`config.mk`:
```
export PLATFORM = sky130hd
export DESIGN_NAME = csp_setup_protect
export DESIGN_NICKNAME = d
export VERILOG_FILES = /design/src/csp_pkg.sv /design/src/csp_setup_protect.sv
export SDC_FILE = /design/constraint.sdc
export NUM_CORES = 1
export LEC_CHECK = 0
export BUFFER_PORTS_ARGS = -buffer_cell sky130_fd_sc_hd__buf_2
export CAP_MARGIN = 20
export CORE_MARGIN = 8
export CORE_UTILIZATION = 40
export DETAILED_ROUTE_END_ITERATION = 8
export SETUP_SLACK_MARGIN = 0.1
export SLEW_MARGIN = 0
export SYNTH_ARGS = -nofsm -noshare
export SYNTH_HDL_FRONTEND = slang
export SYNTH_SLANG_ARGS = --single-unit
```
`constraint.sdc`:
```
create_clock -name clk_in -period 75.3 [get_ports clk_in]
set_input_delay 15.06 -clock clk_in [delete_from_list [all_inputs] [get_ports clk_in]]
set_output_delay 15.06 -clock clk_in [all_outputs]
set_load 0.05 [all_outputs]
```
`src/csp_pkg.sv`:
```
// Package: constants, encodings and carriers for counter setup/protection logic
package csp_pkg;

  // ==========================================================
  // Register offsets (word index on plain port)
  localparam logic [3:0] CSP_REG_SETUP = 4'h0;
  localparam logic [3:0] CSP_REG_PRESCALE = 4'h1;
  localparam logic [3:0] CSP_REG_ADV = 4'h2;
  localparam logic [3:0] CSP_REG_PROTECT = 4'h3;
  localparam logic [3:0] CSP_REG_COMM = 4'h4;
  localparam logic [3:0] CSP_REG_LEVEL = 4'h5;
  localparam logic [3:0] CSP_REG_COUNT = 4'h6;
  localparam logic [3:0] CSP_REG_TOTAL = 4'h7;
  localparam logic [3:0] CSP_REG_COMM_ACT = 4'h8;
  localparam logic [3:0] CSP_REG_PASSWORD = 4'h9;
  localparam logic [3:0] CSP_REG_STATUS = 4'hA;

  // ==========================================================
  // Ranges and defaults
  localparam logic [13:0] CSP_PRESCALE_MIN = 14'h0001;
  localparam logic [13:0] CSP_PRESCALE_MAX = 14'h270F;
  localparam logic [13:0] CSP_PRESCALE_DEF = 14'h03E8;
  localparam logic [1:0] CSP_DP_MAX = 2'h3;
  localparam logic [6:0] CSP_AUTORET_MAX_S = 7'h63;
  localparam logic [4:0] CSP_HOLD_MIN_S = 5'h03;
  localparam logic [4:0] CSP_HOLD_MAX_S = 5'h1E;
  localparam logic [4:0] CSP_HOLD_DEF_S = 5'h03;
  localparam logic [1:0] CSP_OAPT_MAX = 2'h3;
  localparam logic [1:0] CSP_LOCK_MAX = 2'h2;
  localparam logic [1:0] CSP_LOCK_DEF = 2'h1;
  localparam logic [6:0] CSP_UNIT_MAX = 7'h63;
  localparam logic [6:0] CSP_UNIT_DEF = 7'h01;
  localparam logic [15:0] CSP_PASSWORD = 16'hFF57;
  localparam logic [26:0] CSP_TOTAL_MAX = 27'h5F5E0FF;
  localparam logic [9:0] CSP_PV_MIN = 10'h3E7;

  // ==========================================================
  // Timing: one second tick at 200 MHz
  localparam int CSP_CLK_HZ = 200000000;
  localparam int CSP_SECOND_S = 1;
  localparam int CSP_SECOND_CYC = CSP_CLK_HZ * CSP_SECOND_S;

  // ==========================================================
  // Encodings
  typedef enum logic [1:0] {
    CSP_IN_INC = 2'h0,
    CSP_IN_DEC = 2'h1,
    CSP_IN_INDIV = 2'h2,
    CSP_IN_QUAD = 2'h3
  } csp_in_mode_t;

  typedef enum logic [1:0] {
    CSP_BAUD_1200 = 2'h0,
    CSP_BAUD_2400 = 2'h1,
    CSP_BAUD_4800 = 2'h2,
    CSP_BAUD_9600 = 2'h3
  } csp_baud_t;

  typedef enum logic [1:0] {
    CSP_PAR_NONE = 2'h0,
    CSP_PAR_EVEN = 2'h1,
    CSP_PAR_ODD = 2'h2
  } csp_parity_t;

  typedef enum logic [5:0] {
    CSP_LV_OPER = 6'h01,
    CSP_LV_ADJ = 6'h02,
    CSP_LV_INIT = 6'h04,
    CSP_LV_COMM = 6'h08,
    CSP_LV_ADV = 6'h10,
    CSP_LV_PROT = 6'h20
  } csp_level_t;

  localparam csp_baud_t CSP_BAUD_DEF = CSP_BAUD_9600;
  localparam csp_parity_t CSP_PAR_DEF = CSP_PAR_EVEN;

  // ==========================================================
  // Carriers
  typedef struct packed {
    logic [6:0] unit_number;
    csp_baud_t baud;
    logic char_bit_length;
    logic stop_bit_count;
    csp_parity_t parity_select;
  } csp_comm_t;

  localparam csp_comm_t CSP_COMM_DEF = '{CSP_UNIT_DEF, CSP_BAUD_DEF, 1'b0, 1'b1, CSP_PAR_DEF};

  typedef struct packed {
    logic [1:0] oper_adj_protect;
    logic [1:0] setup_level_lock;
    logic key_edit_protect;
    logic reset_key_protect;
  } csp_protect_t;

  localparam csp_protect_t CSP_PROTECT_DEF = '{2'h0, CSP_LOCK_DEF, 1'b0, 1'b0};

  typedef struct packed {
    logic timer_sel;
    csp_in_mode_t in_mode;
    logic [1:0] dp_pos;
    logic fall_edge;
  } csp_setup_t;

  localparam csp_setup_t CSP_SETUP_DEF = '{1'b0, CSP_IN_INC, 2'h0, 1'b0};

  typedef struct packed {
    logic total_en;
    logic [6:0] autoret_s;
    logic [4:0] hold_s;
  } csp_adv_t;

  localparam csp_adv_t CSP_ADV_DEF = '{1'b0, 7'h00, CSP_HOLD_DEF_S};

endpackage : csp_pkg

```
`src/csp_setup_protect.sv`:
```
// Counter setup, protection levels and communication settings
//
// Decided for this implementation: the address-and-strobe port and the register addresses.
`timescale 1ns/1ps
module csp_setup_protect
  import csp_pkg::*;
#(
  parameter int SECOND_CYC = CSP_SECOND_CYC
)
(
  input wire logic clk_in,
  input wire logic reset_n_in,
  // Register port (front panel key controller and serial host bridge)
  input wire logic [3:0] reg_addr_in,
  input wire logic [31:0] reg_wdata_in,
  input wire logic reg_wr_in,
  input wire logic reg_rd_in,
  input wire logic reg_from_host_in,
  output logic [31:0] reg_rdata_out,
  // Front panel events (synchronous one-cycle pulses, level for hold keys)
  input wire logic key_activity_in,
  input wire logic key_protect_pair_in,
  input wire logic key_reset_in,
  input wire logic key_dp_left_in,
  input wire logic key_dp_right_in,
  input wire logic [5:0] level_request_in,
  input wire logic item_change_in,
  // Count pins (asynchronous)
  input wire logic primary_count_input_in,
  input wire logic secondary_gate_input_in,
  // Outputs
  output csp_level_t level_out,
  output logic autoret_out,
  output logic dp_visible_out,
  output logic [1:0] dp_pos_out,
  output logic total_visible_out,
  output logic pv_edit_allowed_out,
  output logic adj_visible_out,
  output logic other_items_visible_out,
  output logic [26:0] total_out,
  output logic [15:0] count_out,
  output csp_comm_t comm_active_out
);

  // ==========================================================
  // Stored settings
  csp_setup_t setup;
  csp_adv_t adv;
  csp_protect_t prot;
  csp_comm_t comm_stored;
  csp_comm_t comm_active;
  logic [13:0] prescale;
  logic host_write_en;
  logic init_armed;
  logic adv_unlocked;
  csp_level_t level;
  logic comm_loaded;

  function automatic logic level_allowed(input csp_level_t lv, input csp_protect_t p,
                                         input logic unlocked);
    case (lv)
      CSP_LV_ADJ: level_allowed = (p.oper_adj_protect == 2'h0);
      CSP_LV_INIT: level_allowed = (p.setup_level_lock != CSP_LOCK_MAX);
      CSP_LV_COMM: level_allowed = (p.setup_level_lock != CSP_LOCK_MAX);
      CSP_LV_ADV: level_allowed = (p.setup_level_lock == 2'h0) && unlocked;
      default: level_allowed = 1'b1;
    endcase
  endfunction : level_allowed

  // ==========================================================
  // Write qualification
  logic wr_ok;
  logic edit_ok;
  logic wr_prot_ok;
  assign wr_ok = reg_wr_in && (!reg_from_host_in || host_write_en);
  assign edit_ok = wr_ok && (reg_from_host_in || !prot.key_edit_protect);
  assign wr_prot_ok = wr_ok && (reg_from_host_in || level == CSP_LV_PROT);

  // ==========================================================
  // Pin synchronisers: three flops, change counts when 2nd and 3rd agree
  logic [2:0] cp_sync;
  logic [2:0] gate_sync;
  logic cp_state;
  logic gate_state;
  logic cp_prev;
  always_ff @(posedge clk_in or negedge reset_n_in)
  begin
    if (!reset_n_in)
    begin
      cp_sync <= 3'h0;
      gate_sync <= 3'h0;
      cp_state <= 1'b0;
      gate_state <= 1'b0;
      cp_prev <= 1'b0;
    end
    else
    begin
      cp_sync <= {cp_sync[1:0], primary_count_input_in};
      gate_sync <= {gate_sync[1:0], secondary_gate_input_in};
      if (cp_sync[1] == cp_sync[2])
        cp_state <= cp_sync[2];
      if (gate_sync[1] == gate_sync[2])
        gate_state <= gate_sync[2];
      cp_prev <= cp_state;
    end
  end

  logic edge_hit;
  logic count_step;
  logic inc_dec;
  assign inc_dec = (setup.in_mode == CSP_IN_INC) || (setup.in_mode == CSP_IN_DEC);
  assign edge_hit = setup.fall_edge ? (cp_prev && !cp_state) : (!cp_prev && cp_state);
  assign count_step = !setup.timer_sel && inc_dec && edge_hit && !gate_state;

  // ==========================================================
  // Accumulators: raw count in thousandths, scaled by prescale
  logic [26:0] scaled;
  logic [26:0] total;
  logic [26:0] next_scaled;
  logic reset_clear;
  assign reset_clear = key_reset_in && !prot.reset_key_protect;
  always_comb
  begin
    next_scaled = scaled;
    if (setup.in_mode == CSP_IN_DEC)
      next_scaled = scaled - 27'(prescale);
    else
      next_scaled = scaled + 27'(prescale);
  end

  always_ff @(posedge clk_in or negedge reset_n_in)
  begin
    if (!reset_n_in)
    begin
      scaled <= 27'h0;
      total <= 27'h0;
    end
    else
    begin
      if (reset_clear)
        scaled <= 27'h0;
      else if (count_step)
        scaled <= next_scaled;
      if (reset_clear)
        total <= 27'h0;
      else if (count_step && adv.total_en)
      begin
        if (setup.in_mode == CSP_IN_DEC)
          total <= (total == 27'h0) ? CSP_TOTAL_MAX : total - 27'h1;
        else
          total <= (total == CSP_TOTAL_MAX) ? 27'h0 : total + 27'h1;
      end
    end
  end

  // Whole display units: thousandths shifted by decimal point position
  logic [26:0] disp_div;
  always_comb
  begin
    case (setup.dp_pos)
      2'h0: disp_div = 27'h3E8;
      2'h1: disp_div = 27'h064;
      2'h2: disp_div = 27'h00A;
      default: disp_div = 27'h001;
    endcase
  end

  always_ff @(posedge clk_in or negedge reset_n_in)
  begin
    if (!reset_n_in)
      count_out <= 16'h0;
    else
      count_out <= 16'(scaled / disp_div);
  end

  // ==========================================================
  // Setup registers
  always_ff @(posedge clk_in or negedge reset_n_in)
  begin
    if (!reset_n_in)
    begin
      setup <= CSP_SETUP_DEF;
      prescale <= CSP_PRESCALE_DEF;
      adv <= CSP_ADV_DEF;
      host_write_en <= 1'b0;
      init_armed <= 1'b0;
    end
    else if (init_armed && item_change_in)
    begin
      setup <= CSP_SETUP_DEF;
      prescale <= CSP_PRESCALE_DEF;
      adv <= CSP_ADV_DEF;
      host_write_en <= 1'b0;
      init_armed <= 1'b0;
    end
    else
    begin
      if (!setup.timer_sel && !prot.key_edit_protect)
      begin
        if (key_dp_left_in && setup.dp_pos != CSP_DP_MAX)
          setup.dp_pos <= setup.dp_pos + 2'h1;
        else if (key_dp_right_in && setup.dp_pos != 2'h0)
          setup.dp_pos <= setup.dp_pos - 2'h1;
      end
      if (edit_ok && reg_addr_in == CSP_REG_SETUP)
      begin
        setup.timer_sel <= reg_wdata_in[0];
        setup.in_mode <= csp_in_mode_t'(reg_wdata_in[2:1]);
        if (!reg_wdata_in[0])
          setup.dp_pos <= reg_wdata_in[4:3];
        if (reg_wdata_in[2:1] == 2'h0 || reg_wdata_in[2:1] == 2'h1)
          setup.fall_edge <= reg_wdata_in[5];
        host_write_en <= reg_wdata_in[8];
      end
      if (edit_ok && reg_addr_in == CSP_REG_PRESCALE && !setup.timer_sel &&
          reg_wdata_in[13:0] >= CSP_PRESCALE_MIN && reg_wdata_in[13:0] <= CSP_PRESCALE_MAX)
        prescale <= reg_wdata_in[13:0];
      if (edit_ok && reg_addr_in == CSP_REG_ADV && level_allowed(CSP_LV_ADV, prot, adv_unlocked))
      begin
        adv.total_en <= reg_wdata_in[0];
        if (reg_wdata_in[7:1] <= CSP_AUTORET_MAX_S)
          adv.autoret_s <= reg_wdata_in[7:1];
        if (reg_wdata_in[12:8] >= CSP_HOLD_MIN_S && reg_wdata_in[12:8] <= CSP_HOLD_MAX_S)
          adv.hold_s <= reg_wdata_in[12:8];
        init_armed <= reg_wdata_in[16];
      end
    end
  end

  // ==========================================================
  // Protection and communication settings
  always_ff @(posedge clk_in or negedge reset_n_in)
  begin
    if (!reset_n_in)
    begin
      prot <= CSP_PROTECT_DEF;
      comm_stored <= CSP_COMM_DEF;
    end
    else if (init_armed && item_change_in)
    begin
      prot <= CSP_PROTECT_DEF;
      comm_stored <= CSP_COMM_DEF;
    end
    else
    begin
      if (wr_prot_ok && reg_addr_in == CSP_REG_PROTECT)
      begin
        if (reg_wdata_in[1:0] <= CSP_OAPT_MAX)
          prot.oper_adj_protect <= reg_wdata_in[1:0];
        if (reg_wdata_in[3:2] <= CSP_LOCK_MAX)
          prot.setup_level_lock <= reg_wdata_in[3:2];
        prot.key_edit_protect <= reg_wdata_in[4];
        prot.reset_key_protect <= reg_wdata_in[5];
      end
      if (edit_ok && reg_addr_in == CSP_REG_COMM && level_allowed(CSP_LV_COMM, prot, 1'b0))
      begin
        if (reg_wdata_in[6:0] <= CSP_UNIT_MAX)
          comm_stored.unit_number <= reg_wdata_in[6:0];
        comm_stored.baud <= csp_baud_t'(reg_wdata_in[9:8]);
        comm_stored.char_bit_length <= reg_wdata_in[10];
        comm_stored.stop_bit_count <= reg_wdata_in[11];
        if (reg_wdata_in[13:12] != 2'h3)
          comm_stored.parity_select <= csp_parity_t'(reg_wdata_in[13:12]);
      end
    end
  end

  // Active settings latched once after power-up release
  always_ff @(posedge clk_in or negedge reset_n_in)
  begin
    if (!reset_n_in)
    begin
      comm_active <= CSP_COMM_DEF;
      comm_loaded <= 1'b0;
    end
    else if (!comm_loaded)
    begin
      comm_active <= comm_stored;
      comm_loaded <= 1'b1;
    end
  end
  assign comm_active_out = comm_active;

  // ==========================================================
  // Timebase and key timers
  logic [27:0] sec_cnt;
  logic sec_tick;
  logic [6:0] idle_s;
  logic [4:0] hold_cnt;
  assign sec_tick = (sec_cnt == 28'(SECOND_CYC - 1));
  always_ff @(posedge clk_in or negedge reset_n_in)
  begin
    if (!reset_n_in)
      sec_cnt <= 28'h0;
    else if (sec_tick)
      sec_cnt <= 28'h0;
    else
      sec_cnt <= sec_cnt + 28'h1;
  end

  always_ff @(posedge clk_in or negedge reset_n_in)
  begin
    if (!reset_n_in)
      idle_s <= 7'h0;
    else if (key_activity_in)
      idle_s <= 7'h0;
    else if (sec_tick && idle_s != '1)
      idle_s <= idle_s + 7'h1;
  end

  always_ff @(posedge clk_in or negedge reset_n_in)
  begin
    if (!reset_n_in)
      hold_cnt <= 5'h0;
    else if (!key_protect_pair_in || level != CSP_LV_OPER)
      hold_cnt <= 5'h0;
    else if (sec_tick && hold_cnt != '1)
      hold_cnt <= hold_cnt + 5'h1;
  end

  logic autoret_hit;
  logic hold_hit;
  // Free-running tick: one extra tick so a whole set time has surely passed
  assign autoret_hit = (adv.autoret_s != 7'h0) && (idle_s > adv.autoret_s) &&
                       !key_activity_in;
  assign hold_hit = key_protect_pair_in && (hold_cnt > adv.hold_s);

  // ==========================================================
  // Level navigation
  always_ff @(posedge clk_in or negedge reset_n_in)
  begin
    if (!reset_n_in)
    begin
      level <= CSP_LV_OPER;
      adv_unlocked <= 1'b0;
      autoret_out <= 1'b0;
    end
    else
    begin
      autoret_out <= 1'b0;
      if (edit_ok && reg_addr_in == CSP_REG_PASSWORD && level == CSP_LV_INIT)
        adv_unlocked <= (reg_wdata_in[15:0] == CSP_PASSWORD);
      else if (level != CSP_LV_INIT && level != CSP_LV_ADV)
        adv_unlocked <= 1'b0;
      case (level)
        CSP_LV_OPER:
        begin
          if (hold_hit)
            level <= CSP_LV_PROT;
          else if (level_request_in != 6'h0 &&
                   level_allowed(csp_level_t'(level_request_in), prot, adv_unlocked))
            level <= csp_level_t'(level_request_in);
        end
        CSP_LV_ADJ, CSP_LV_INIT, CSP_LV_COMM, CSP_LV_ADV, CSP_LV_PROT:
        begin
          if (autoret_hit && (level == CSP_LV_ADJ))
          begin
            level <= CSP_LV_OPER;
            autoret_out <= 1'b1;
          end
          else if (!level_allowed(level, prot, adv_unlocked))
            level <= CSP_LV_OPER;
          else if (level_request_in != 6'h0 &&
                   level_allowed(csp_level_t'(level_request_in), prot, adv_unlocked))
            level <= csp_level_t'(level_request_in);
        end
        default: level <= CSP_LV_OPER;
      endcase
    end
  end

  // ==========================================================
  // Visibility outputs
  assign level_out = level;
  assign dp_visible_out = !setup.timer_sel;
  assign dp_pos_out = setup.dp_pos;
  assign total_visible_out = adv.total_en;
  assign total_out = total;
  assign adj_visible_out = (prot.oper_adj_protect == 2'h0);
  assign other_items_visible_out = (prot.oper_adj_protect < 2'h2);
  assign pv_edit_allowed_out = (prot.oper_adj_protect != CSP_OAPT_MAX) &&
                               !prot.key_edit_protect;

  // ==========================================================
  // Read port: data one cycle after strobe, reads never gated
  always_ff @(posedge clk_in or negedge reset_n_in)
  begin
    if (!reset_n_in)
      reg_rdata_out <= 32'h0;
    else if (reg_rd_in)
    begin
      case (reg_addr_in)
        CSP_REG_SETUP: reg_rdata_out <= {23'h0, host_write_en, 2'h0, setup.fall_edge,
                                         setup.dp_pos, setup.in_mode, setup.timer_sel};
        CSP_REG_PRESCALE: reg_rdata_out <= {18'h0, prescale};
        CSP_REG_ADV: reg_rdata_out <= {15'h0, init_armed, 3'h0, adv.hold_s, adv.autoret_s,
                                       adv.total_en};
        CSP_REG_PROTECT: reg_rdata_out <= {26'h0, prot.reset_key_protect,
                                           prot.key_edit_protect, prot.setup_level_lock,
                                           prot.oper_adj_protect};
        CSP_REG_COMM: reg_rdata_out <= {18'h0, comm_stored.parity_select,
                                        comm_stored.stop_bit_count,
                                        comm_stored.char_bit_length, comm_stored.baud,
                                        1'b0, comm_stored.unit_number};
        CSP_REG_LEVEL: reg_rdata_out <= {25'h0, adv_unlocked, level};
        CSP_REG_COUNT: reg_rdata_out <= {5'h0, scaled};
        CSP_REG_TOTAL: reg_rdata_out <= {5'h0, total};
        CSP_REG_COMM_ACT: reg_rdata_out <= {18'h0, comm_active.parity_select,
                                            comm_active.stop_bit_count,
                                            comm_active.char_bit_length, comm_active.baud,
                                            1'b0, comm_active.unit_number};
        default: reg_rdata_out <= 32'h0;
      endcase
    end
    else
      reg_rdata_out <= 32'h0;
  end

endmodule : csp_setup_protect

```
# After elaboration in Yosys (flattened, before gate mapping)
# Index checks and enable logic that the tools add are counted.
[totals]
in_bits = 55
wordCells = 254
regBits = 227
output_inout_bits = 102
[classes]
n_mux = 63
eq_ne = 39
addsub = 9
reduce_logical = 91
n_lt_le_gt_ge = 11
div_mod_pow = 1
[ops]
columns = ["cell", "count"]
rows = [
  ["one-hot mux 27 bit (9 select lines)", 1],
  ["2-to-1 mux 27 bit", 8],
  ["2-to-1 mux 6 bit", 9],
  ["2-to-1 mux 13 bit", 4],
  ["logical AND 1 bit", 38],
  ["nonzero test 2 bit", 18],
  ["2-to-1 mux 32 bit", 1],
  ["one-hot mux 10 bit (3 select lines)", 1],
  ["adder 28 x 1 -> 28 bit (second input constant)", 1],
  ["== test 28 bit (second input constant)", 1],
  ["2-to-1 mux 14 bit", 2],
  ["2-to-1 mux 28 bit", 1],
  ["2-to-1 mux 7 bit", 4],
  ["adder 27 x 1 -> 27 bit (second input constant)", 1],
  ["adder 27 x 14 -> 27 bit", 1],
  ["divider 27 x 27 -> 27 bit", 1],
  ["== test 27 bit (second input constant)", 1],
  ["zero test 27 bit", 1],
  ["subtractor 27 x 1 -> 27 bit (second input constant)", 1],
  ["subtractor 27 x 14 -> 27 bit", 1],
  ["2-to-1 mux 1 bit", 19],
  ["== test 16 bit (second input constant)", 1],
  ["== test 4 x 3 -> 1 bit (second input constant)", 4],
  ["AND reduction 2 bit", 8],
  ["other kinds (45)", 86],
]

# Longest topological paths before layout
# Gate-level depths: netlist of the first run.
[depth]
word_depth = 14
ltp_mapped = 328
mapped_depth_nobuf = 310

# Worst setup path after synthesis of the first run
# OpenSTA, ideal clock, no wires.
[synth_timing]
path_kind = "reg-to-reg"
from = "reg setup, in the netlist dp_pos_out[0]"
to = "reg count_out[0]"
n_path_buf = 18
synth_period_minus_slack_ps = 55576
setup_time_ps = 140
path_stages_with_launch = 305
slack_ps = 19724
required_ps = 75160
arrival_ps = 55436
cell_sequence = "dfrtp_1 ha_1 inv_1 ha_1 or4b_2 nor3_1 nor2b_1 ha_1 o21a_1 o211ai_1 or3_1 nand3_1 ha_1 nand4_1 o41ai_4 and2_1 buf_4 mux2i_1 (+269 left out) nand2_1 nor4_1 o31ai_1 a31oi_1 o21bai_1 nor3_2 inv_2 buf_2 nor2_1 a21oi_1 ha_1 a21o_1 a221o_1 or4_1 nor4b_1 nand4_1 nor4_1 o211ai_1"
[synth_via]
elab_chain_len = 3
word_cells_on_any_way = 5
cone_classes = "div: 1; eq/ne: 2; mux: 1; reduce/logical: 1"
[synth_rtl]
columns = ["element", "line", "source"]
rows = [
  ["from (decl)", "csp_setup_protect.sv:47", "csp_setup_t setup;"],
  ["== test 2 bit (tied with other cells)", "csp_setup_protect.sv:160", "case (setup.dp_pos)"],
  ["one-hot mux 10 bit (3 select lines) *", "csp_setup_protect.sv:160", ""],
  ["divider 27 x 27 -> 27 bit *", "csp_setup_protect.sv:173", "count_out <= 16'(scaled / disp_div);"],
  ["to (signal assigned)", "csp_setup_protect.sv:173", ""],
  ["to (decl)", "csp_setup_protect.sv:41", "output logic [15:0] count_out,"],
]
# Mark *: on every way between the ends. The rest lies on a longest branch, timed or not.
# A chain may end at the register's enable or synchronous reset.

# Worst setup path in the final report of the first run
# Same ends and word-level chain as after synthesis.

==> results list, run 1 <==
* Number of detailed-route iterations in the first pass: 7
- Data on the critical path is required at its endpoint by 75.74 ns.
* Level count of the clock H-tree: 1
- Register bit total from synthesis: 222
- The repair_antennas step left the layout with diodes totalling 0.
- Initial cell density of the core: 0.4025
- For this run, the number of Yosys warnings is 0.
* Total standard cell area after synthesis: 28680 sq um
- After synthesis, the share of flip-flops with an asynchronous set or reset is 1.000.
- The first global-routing pass estimated 144900 microns of wire.
- In this run the remaining antenna-violating nets after routing total 0.
- Top-area cell type share of the netlist area: 0.1763
- After floorplanning, the core was divided into 98 placement rows.
* WP data arrival: 69.26 ns
- Horizontal extent of the die: 283.8 microns
- Nature of the critical path startpoint: flip-flop
* Clock transition at path regs: ~0.07 ns
* Synthesized-area fraction occupied by xor and xnor cells: 0.07753
- Number of buffers created by CTS: 27
* Sinks on the clock net: 222
* Max-slew headroom: 0.2536
* Total Neg Setup Slack: 0 ns
- The number of cells on the worst reg-to-reg path is 278.
- After detailed placement, the design holds a cell count of 4685.
- Synth cell types: approximately 140
- Startpoint of the lowest-slack register-to-register path: dp_pos_out[0]$_DFF_PN0_
* Post-synthesis share of cell area spent on and, or, nand and nor gates: 0.2484
* Fill count: ~7200
* Number of enable flip-flop cells after synthesis: 0
- Clock skew on the completed layout was measured at 0.02805 ns.
- Clock insertion delay at the later pin of the skew report: 0.59 ns
* Pin count of the biggest net entering global routing: 95
- Fraction of final layout cells with drive strength greater than 1: 0.1075
* Average wire length per cell after detail routing: 19.01 microns
* Count of routing violations after the opening detailed-route iteration: 2097
- Once the clock tree was built, the setup fixing pass inserted 0 buffers.
- In the routed layout, each cell is associated on average with a via count of between 5 and 6.
- Die ar.: 80510 sq um
- Pin placement for this block handled 157 I/O pins.
* Area of the core: 71240 sq um
- Setup slack at placement: 6.976 ns
- The most used flip-flop cell after synthesis is sky130_fd_sc_hd__dfrtp_1.
- The number of antenna violations at the first check in global routing came to 0.
* Min-delay src: cp_sync[1]$_DFF_PN0_
* Maximum net fanout on the critical path: 24
- Kind of end point of the critical path: flip-flop
* Cell chosen for the clock root: sky130_fd_sc_hd__clkbuf_16
* Avg Synthesized Cell Area: 7.702 sq um
- The cell that appears most often on the critical path is sky130_fd_sc_hd__a21oi_1.
- On the critical path, the stage with the largest delay is an instance of sky130_fd_sc_hd__a31oi_1.
- Combinational family with the most area after synthesis: compound AO/OA/AOI/OAI gates
* Cell types with the highest counts after synthesis: sky130_fd_sc_hd__nand2_1 (368), sky130_fd_sc_hd__nor2_1 (346), sky130_fd_sc_hd__a21oi_1 (284)
* Fin cells: 4735
- Biggest cell delay along the critical path: 0.81 ns
- Max Root-Sink Buffers: 3
* Kind of critical path: reg -> reg
- Minimum clock period: 68.82 ns
* Multiplexer share of the synthesized area: 0.04258
- The share of the synthesized area in compound gates (AO/OA/AOI/OAI) was 0.2806.
- Layout net count: 4078
- Dominant cells by area after synthesis: sky130_fd_sc_hd__dfrtp_1 (18%), sky130_fd_sc_hd__ha_1 (11%), sky130_fd_sc_hd__a21oi_1 (5.0%), sky130_fd_sc_hd__nand2_1 (4.8%), sky130_fd_sc_hd__nor2_1 (4.5%)
- TritonCTS built the clock tree.
- Based on the critical path, the design can be clocked at up to 14.53 MHz.
* Final standard cell utilization of the core: 0.4368
- Outcome: finished, final reports clean
- Post-synthesis share of cell area spent on full adders, half adders and majority gates: 0.1140
- In this run the vertical extent of the chip is between 200 and 300 microns.
* GP Congestion: 0.9136
* Hold-critical path depth: 0
* Routed Wire Length: 89990 microns
- Transition time at the pin with the least slew margin: 1.114 ns
- The path class of the tightest hold or removal check is reg -> reg.
- Crit share post-route: 0.9139
* Setup violation total in the final timing report: 0
- Compared with the post-synthesis result, the final layout area differs by 8.517%.
- Across the run, the number of max-cap violations was 0.
- Area leader, netlist: sky130_fd_sc_hd__dfrtp_1
- Via count: ~28000
- Slack of the worst reg-to-reg path: 6.48 ns
- Number of pins with negative max-slew slack in the final report: 0
- Cells after synthesis: 3723
- Vias in the first global route: 27030
- The total overflow left after global routing is 0.
- Destination of the worst register-to-register timing path: count_out[0]$_DFF_PN0_
- Global-route total usage across every layer: 0.2125
- Sequential-to-total area share from yosys stat: 0.1946
- Count of buffers inserted at the top-level ports: between 100 and 150
- Setup slack on the critical path of the routed design comes to 6.483 ns.
* Hpwl dp: 69570 microns
- Final routed DRC violation total: 0
- Setup repair after global routing left no endpoint under its margin.
- The most common cell in the synthesized netlist is sky130_fd_sc_hd__nand2_1.
* Hold-fix buffers at CTS: 0
- Hold Crit Endpoint: cp_sync[2]$_DFF_PN0_
* Final hold violation count: 0
-- critical path: cells and delay by family, from the launching register on --
| kind | cells | cell delay [ns] |
|---|---|---|
| compound gates | 133 | 32.00 |
| simple gates | 91 | 21.60 |
| fa+ha+maj | 28 | 9.04 |
| buf+inv | 21 | 3.63 |
| mux | 5 | 1.61 |
| flops | 1 | 0.58 |
-- per-stage QoR --
step                      hold slack (ns)  cell area (sq um)
final                              0.3790              31120
after global routing               0.3892              31120
after CTS                          0.3829              31120
after detailed placement           0.3696              30100
after global placement             0.3660              30100
after floorplan                    0.3312              28690
-- flip-flops by register name, indices dropped and copies added, names as in the netlist, 4 cells and up --
register / count
comm_active_out: 13
prescale: 14
level_out: 6
adv: 12
comm_stored: 13
idle_s: 7
hold_cnt: 5
prot: 6
total_out: 27
setup: 4
reg_rdata_out: 27
sec_cnt: 28
scaled: 27
count_out: 16
-- what timing repair did --
item | 4_1_cts | 5_1_grt
hold endpoints to repair | 0 | 0
resized for setup | 0 | 1
endpoints found under the setup margin | 0 | 1
-- layer usage --
metal / up-vias / part of all wire / global-route usage
met5: - / 0 / 0
li1: 13980 / - / -
met3: 109 / 0.048 / 0.02281
met2: 726 / 0.46 / 0.3537
met1: 13470 / 0.47 / 0.2909
met4: 0 / 0.024 / 0.05593
-- cells by family after synthesis --
kind of cell	count (synthesis)
AOI/OAI and AO/OA	1173
DFF	222
xor gates and xnor gates	253
buffers and inverters	282
other	2
muxes	115
and+or+nand+nor	1415
adders and majority gates	261
-- worst max path at each step --
stage,end,startpoint,depth (start not counted)
floorplan,count_out[0]$_DFF_PN0_,dp_pos_out[0]$_DFF_PN0_,304
detailed placement,count_out[0]$_DFF_PN0_,dp_pos_out[0]$_DFF_PN0_,283
CTS,count_out[0]$_DFF_PN0_,dp_pos_out[0]$_DFF_PN0_,283
global placement,count_out[0]$_DFF_PN0_,dp_pos_out[0]$_DFF_PN0_,277
global route,count_out[0]$_DFF_PN0_,dp_pos_out[0]$_DFF_PN0_,287
finish,count_out[0]$_DFF_PN0_,dp_pos_out[0]$_DFF_PN0_,278
-- layout by cell type (no fill, tap or decap), types with 16 or more instances in the layout --
| cell | n |
|---|---|
| sky130_fd_sc_hd__nor2_1 | 343 |
| sky130_fd_sc_hd__clkbuf_16 | 27 |
| sky130_fd_sc_hd__o31ai_1 | 40 |
| sky130_fd_sc_hd__nor4_1 | 38 |
| sky130_fd_sc_hd__ha_1 | 258 |
| sky130_fd_sc_hd__a22oi_1 | 45 |
| sky130_fd_sc_hd__nor3_1 | 119 |
| sky130_fd_sc_hd__dfstp_2 | 20 |
| sky130_fd_sc_hd__a211oi_1 | 31 |
| sky130_fd_sc_hd__and3_1 | 49 |
| sky130_fd_sc_hd__o21a_1 | 62 |
| sky130_fd_sc_hd__xnor2_1 | 133 |
| sky130_fd_sc_hd__nand4_1 | 54 |
| sky130_fd_sc_hd__or2_2 | 28 |
| sky130_fd_sc_hd__a21oi_1 | 283 |
| sky130_fd_sc_hd__or4_1 | 17 |
| sky130_fd_sc_hd__or3_1 | 41 |
| sky130_fd_sc_hd__a21o_1 | 108 |
| sky130_fd_sc_hd__o21ai_0 | 223 |
| sky130_fd_sc_hd__and2_1 | 35 |
| sky130_fd_sc_hd__a31oi_1 | 49 |
| sky130_fd_sc_hd__xor2_1 | 119 |
| sky130_fd_sc_hd__inv_1 | 114 |
| sky130_fd_sc_hd__mux2_2 | 40 |
| sky130_fd_sc_hd__o211ai_1 | 33 |
| sky130_fd_sc_hd__nand2b_1 | 58 |
| sky130_fd_sc_hd__dfrtp_1 | 202 |
| sky130_fd_sc_hd__o21ai_1 | 16 |
| sky130_fd_sc_hd__nor2b_1 | 44 |
| sky130_fd_sc_hd__nand3_1 | 109 |
| sky130_fd_sc_hd__buf_4 | 27 |
| sky130_fd_sc_hd__nand2_1 | 368 |
| sky130_fd_sc_hd__buf_2 | 135 |
| sky130_fd_sc_hd__mux2i_1 | 71 |
-- final cells by class --
cell class | count | area (sq um) | area share
inverters | 127 | 479.2 | 0.01540
multi-input cells | 3223 | 21960 | 0.7058
well taps | 950 | 1189 | 0.03820
clock inverters | 17 | 274.0 | 0.008805
flip-flops and latches | 222 | 5580 | 0.1793
repair buffers | 163 | 893.4 | 0.02871
clock buffers | 33 | 738.2 | 0.02372
Power of run 1 is left out: the tool's default activity adds up to more than one toggle a clock period on the data nets, which glitch-free logic cannot reach.
==> inputs of run 2 (changes only) <==
Settings changed: CORE_UTILIZATION 40 to 54, PLACE_DENSITY set to 0.72.
==> results list, run 2 (synthesized netlist as in run 1, its figures left out) <==
* Outcome: finished, final reports clean
* Fin Clk Skew: 0.02625 ns
- Max Root-Sink Buffers: 3
* Destination of the worst register-to-register timing path: count_out[0]$_DFF_PN0_
- Routed Wire Length: 87100 microns
- The die covers 60740 sq um.
- Max-slew headroom: 0.2460
- For this run, the total global-route usage over all layers was measured as 0.2757.
- Count of antenna diodes in the layout: 0
- Setup repair after global routing left no endpoint under its margin.
- In this design, the stage delay of the slowest critical-path cell is 0.82 ns.
* Startpoint of the lowest-slack register-to-register path: dp_pos_out[1]$_DFF_PN0_
* Horizontal extent of the die: 246.4 microns
* Level count of the clock H-tree: 1
- Layout net count: between 4000 and 5000
* Post-CTS repair timing setup buffer count: 0
- Number of buffers created by CTS: 27
- Total I/O pin count: 157
- Number of detailed-route iterations in the first pass: 6
* Average wire length per cell after detail routing: 19.48 microns
- Final routed DRC violation total: 0
- Number of antenna violations at the first check in global routing: 0
* Number of placement rows: 84
- From bottom edge to top edge, the die measures around 250 microns.
- Sequential cell area: 5580 sq um
* Hold WC Path Type: reg -> reg
- Initial cell density of the core: 0.5457
* Maximum net fanout on the critical path: 29
- The startpoint identified for the worst hold timing path is gate_sync[0]$_DFF_PN0_.
- After routing, the total negative slack on setup checks comes to 0 ns.
- Once detail routing completed, the nets flagged for antenna violations numbered 0.
- Setup violation total in the final timing report: 0
- For the worst setup path, the data arrival time is 69.80 ns.
- Required time of the critical path: 75.72 ns
- The tree is rooted in a sky130_fd_sc_hd__clkbuf_16.
- Crit share post-route: 0.9214
* CP most frequent cell: sky130_fd_sc_hd__a21oi_1
* Clock tree from TritonCTS: done
* Max reg flops: 28
- Hpwl dp: around 67000 microns
- Minimum clock period: ~69 ns
- Relative to the synthesized area, the layout overhead comes to 7.287%.
- STA classifies the critical path endpoint as a flip-flop.
- Leaving out fill and tap cells, the most frequent cell in the layout is sky130_fd_sc_hd__nand2_1.
- In this run the tool buffered the top-level ports with 136 buffer cells.
* Clock insertion delay at the later pin of the skew report: 0.59 ns
* Worst-path cell with the longest stage delay: sky130_fd_sc_hd__nor3_2
- At the pin with the least slew margin, the transition time is 1.127 ns.
- Nature of the critical path startpoint: flip-flop
* Top reg by flops: sec_cnt
- Of the cells placed in the final design, the portion with a size suffix greater than 1 is 0.1065.
* Register-to-Register Path Depth: 285
- Peak Freq: 14.41 MHz
- Max-cap violations in this run came to 0.
- After floorplanning, the core was sized to cover 52550 sq um.
- Most frequent cells in the layout: sky130_fd_sc_hd__nand2_1 (368), sky130_fd_sc_hd__nor2_1 (345), sky130_fd_sc_hd__a21oi_1 (283)
- Multi-input gate area: 21970 sq um
- Kind of critical path: reg -> reg
- Overflow left after global routing: 0
- Along the worst hold path, the cell count comes to 0.
* Vias in the first global route: 26910
- Clock-pin slew was measured on the worst setup and hold paths at 0.07 ns.
* Fill count: slightly below 5000
- Pin count of the biggest net entering global routing: 98
- Sinks on the clock net: 222
- The number of hold violations in the final report was 0.
- After detailed routing, the number of vias per cell comes to 6.448.
* Slack of the worst reg-to-reg path: roughly 5.9 ns
* First-pass GRT wire length: between 100000 and 150000 microns
* Count of routing violations after the opening detailed-route iteration: 2561
- The total count of max-transition violations in the final report is 0.
- Via count: 28830
- GP Congestion: 0.9536
- The path with the worst hold slack has its endpoint at gate_sync[1]$_DFF_PN0_.
## run 2: changes by cell type in the layout (fill, tap and decap cells not counted), moves of 2 or more
cell                       before  now
sky130_fd_sc_hd__buf_4         27   24
sky130_fd_sc_hd__clkbuf_8       4    2
sky130_fd_sc_hd__inv_8          1    3
sky130_fd_sc_hd__nor2_1       343  345
sky130_fd_sc_hd__nor2_2         6    4
## run 2: worst max path at each step
stage,endpoint,cells past startpoint,startpoint
6_report,count_out[0]$_DFF_PN0_,285,dp_pos_out[1]$_DFF_PN0_
5_1_grt,count_out[0]$_DFF_PN0_,289,dp_pos_out[0]$_DFF_PN0_
4_1_cts,count_out[0]$_DFF_PN0_,283,dp_pos_out[1]$_DFF_PN0_
3_5_place_dp,count_out[0]$_DFF_PN0_,283,dp_pos_out[1]$_DFF_PN0_
3_3_place_gp,count_out[0]$_DFF_PN0_,284,dp_pos_out[1]$_DFF_PN0_
2_1_floorplan,count_out[0]$_DFF_PN0_,304,dp_pos_out[0]$_DFF_PN0_
## run 2: final cells by class
| cell class | count | share of cell area |
|---|---|---|
| well taps | 688 | 0.02798 |
| repair buffers | 161 | 0.02871 |
| inverters | 127 | 0.01558 |
| flip-flops and latches | 222 | 0.1814 |
| clock buffers | 31 | 0.02310 |
| clock inverters | 19 | 0.009028 |
| multi-input cells | 3223 | 0.7142 |
## run 2: worst max-delay path: cells and delay by family (launching register included)
family | cells | cell delay (ns)
multiplexers | 6 | 2.34
buffers and inverters | 26 | 4.54
AO/OA/AOI/OAI | 128 | 30.16
AND/OR/NAND/NOR | 97 | 22.43
flip-flops | 1 | 0.64
adder cells (fa/ha/maj) | 28 | 9.01
## run 2: timing repair
action | CTS | global route
hold buffers | 0 | 0
gates resized for setup | 0 | 1
setup endpoints to repair | 0 | 1
## run 2: metal layers
layer	vias to the layer above	share of wire	GRT usage
met2	1081	0.45	0.4507
met3	191	0.075	0.03758
li1	13970	-	-
met1	13580	0.44	0.3709
met5	-	0	0
met4	0	0.034	0.09439
## run 2: per-stage QoR
step	area [sq um]	utilization	hold slack [ns]	instances	setup WS (ns)
finish	30770	0.5855	0.3503	4471	5.919
global route	30770	0.5855	0.3548	4471	0.1078
CTS	30750	0.5851	0.3513	4470	6.505
detailed placement	29760	0.5663	0.3370	4420	6.839
global placement	29760	0.5663	0.3318	4420	7.285
floorplan	28690	-	0.3312	3727	19.72
Power of run 2 is left out for the same reason.
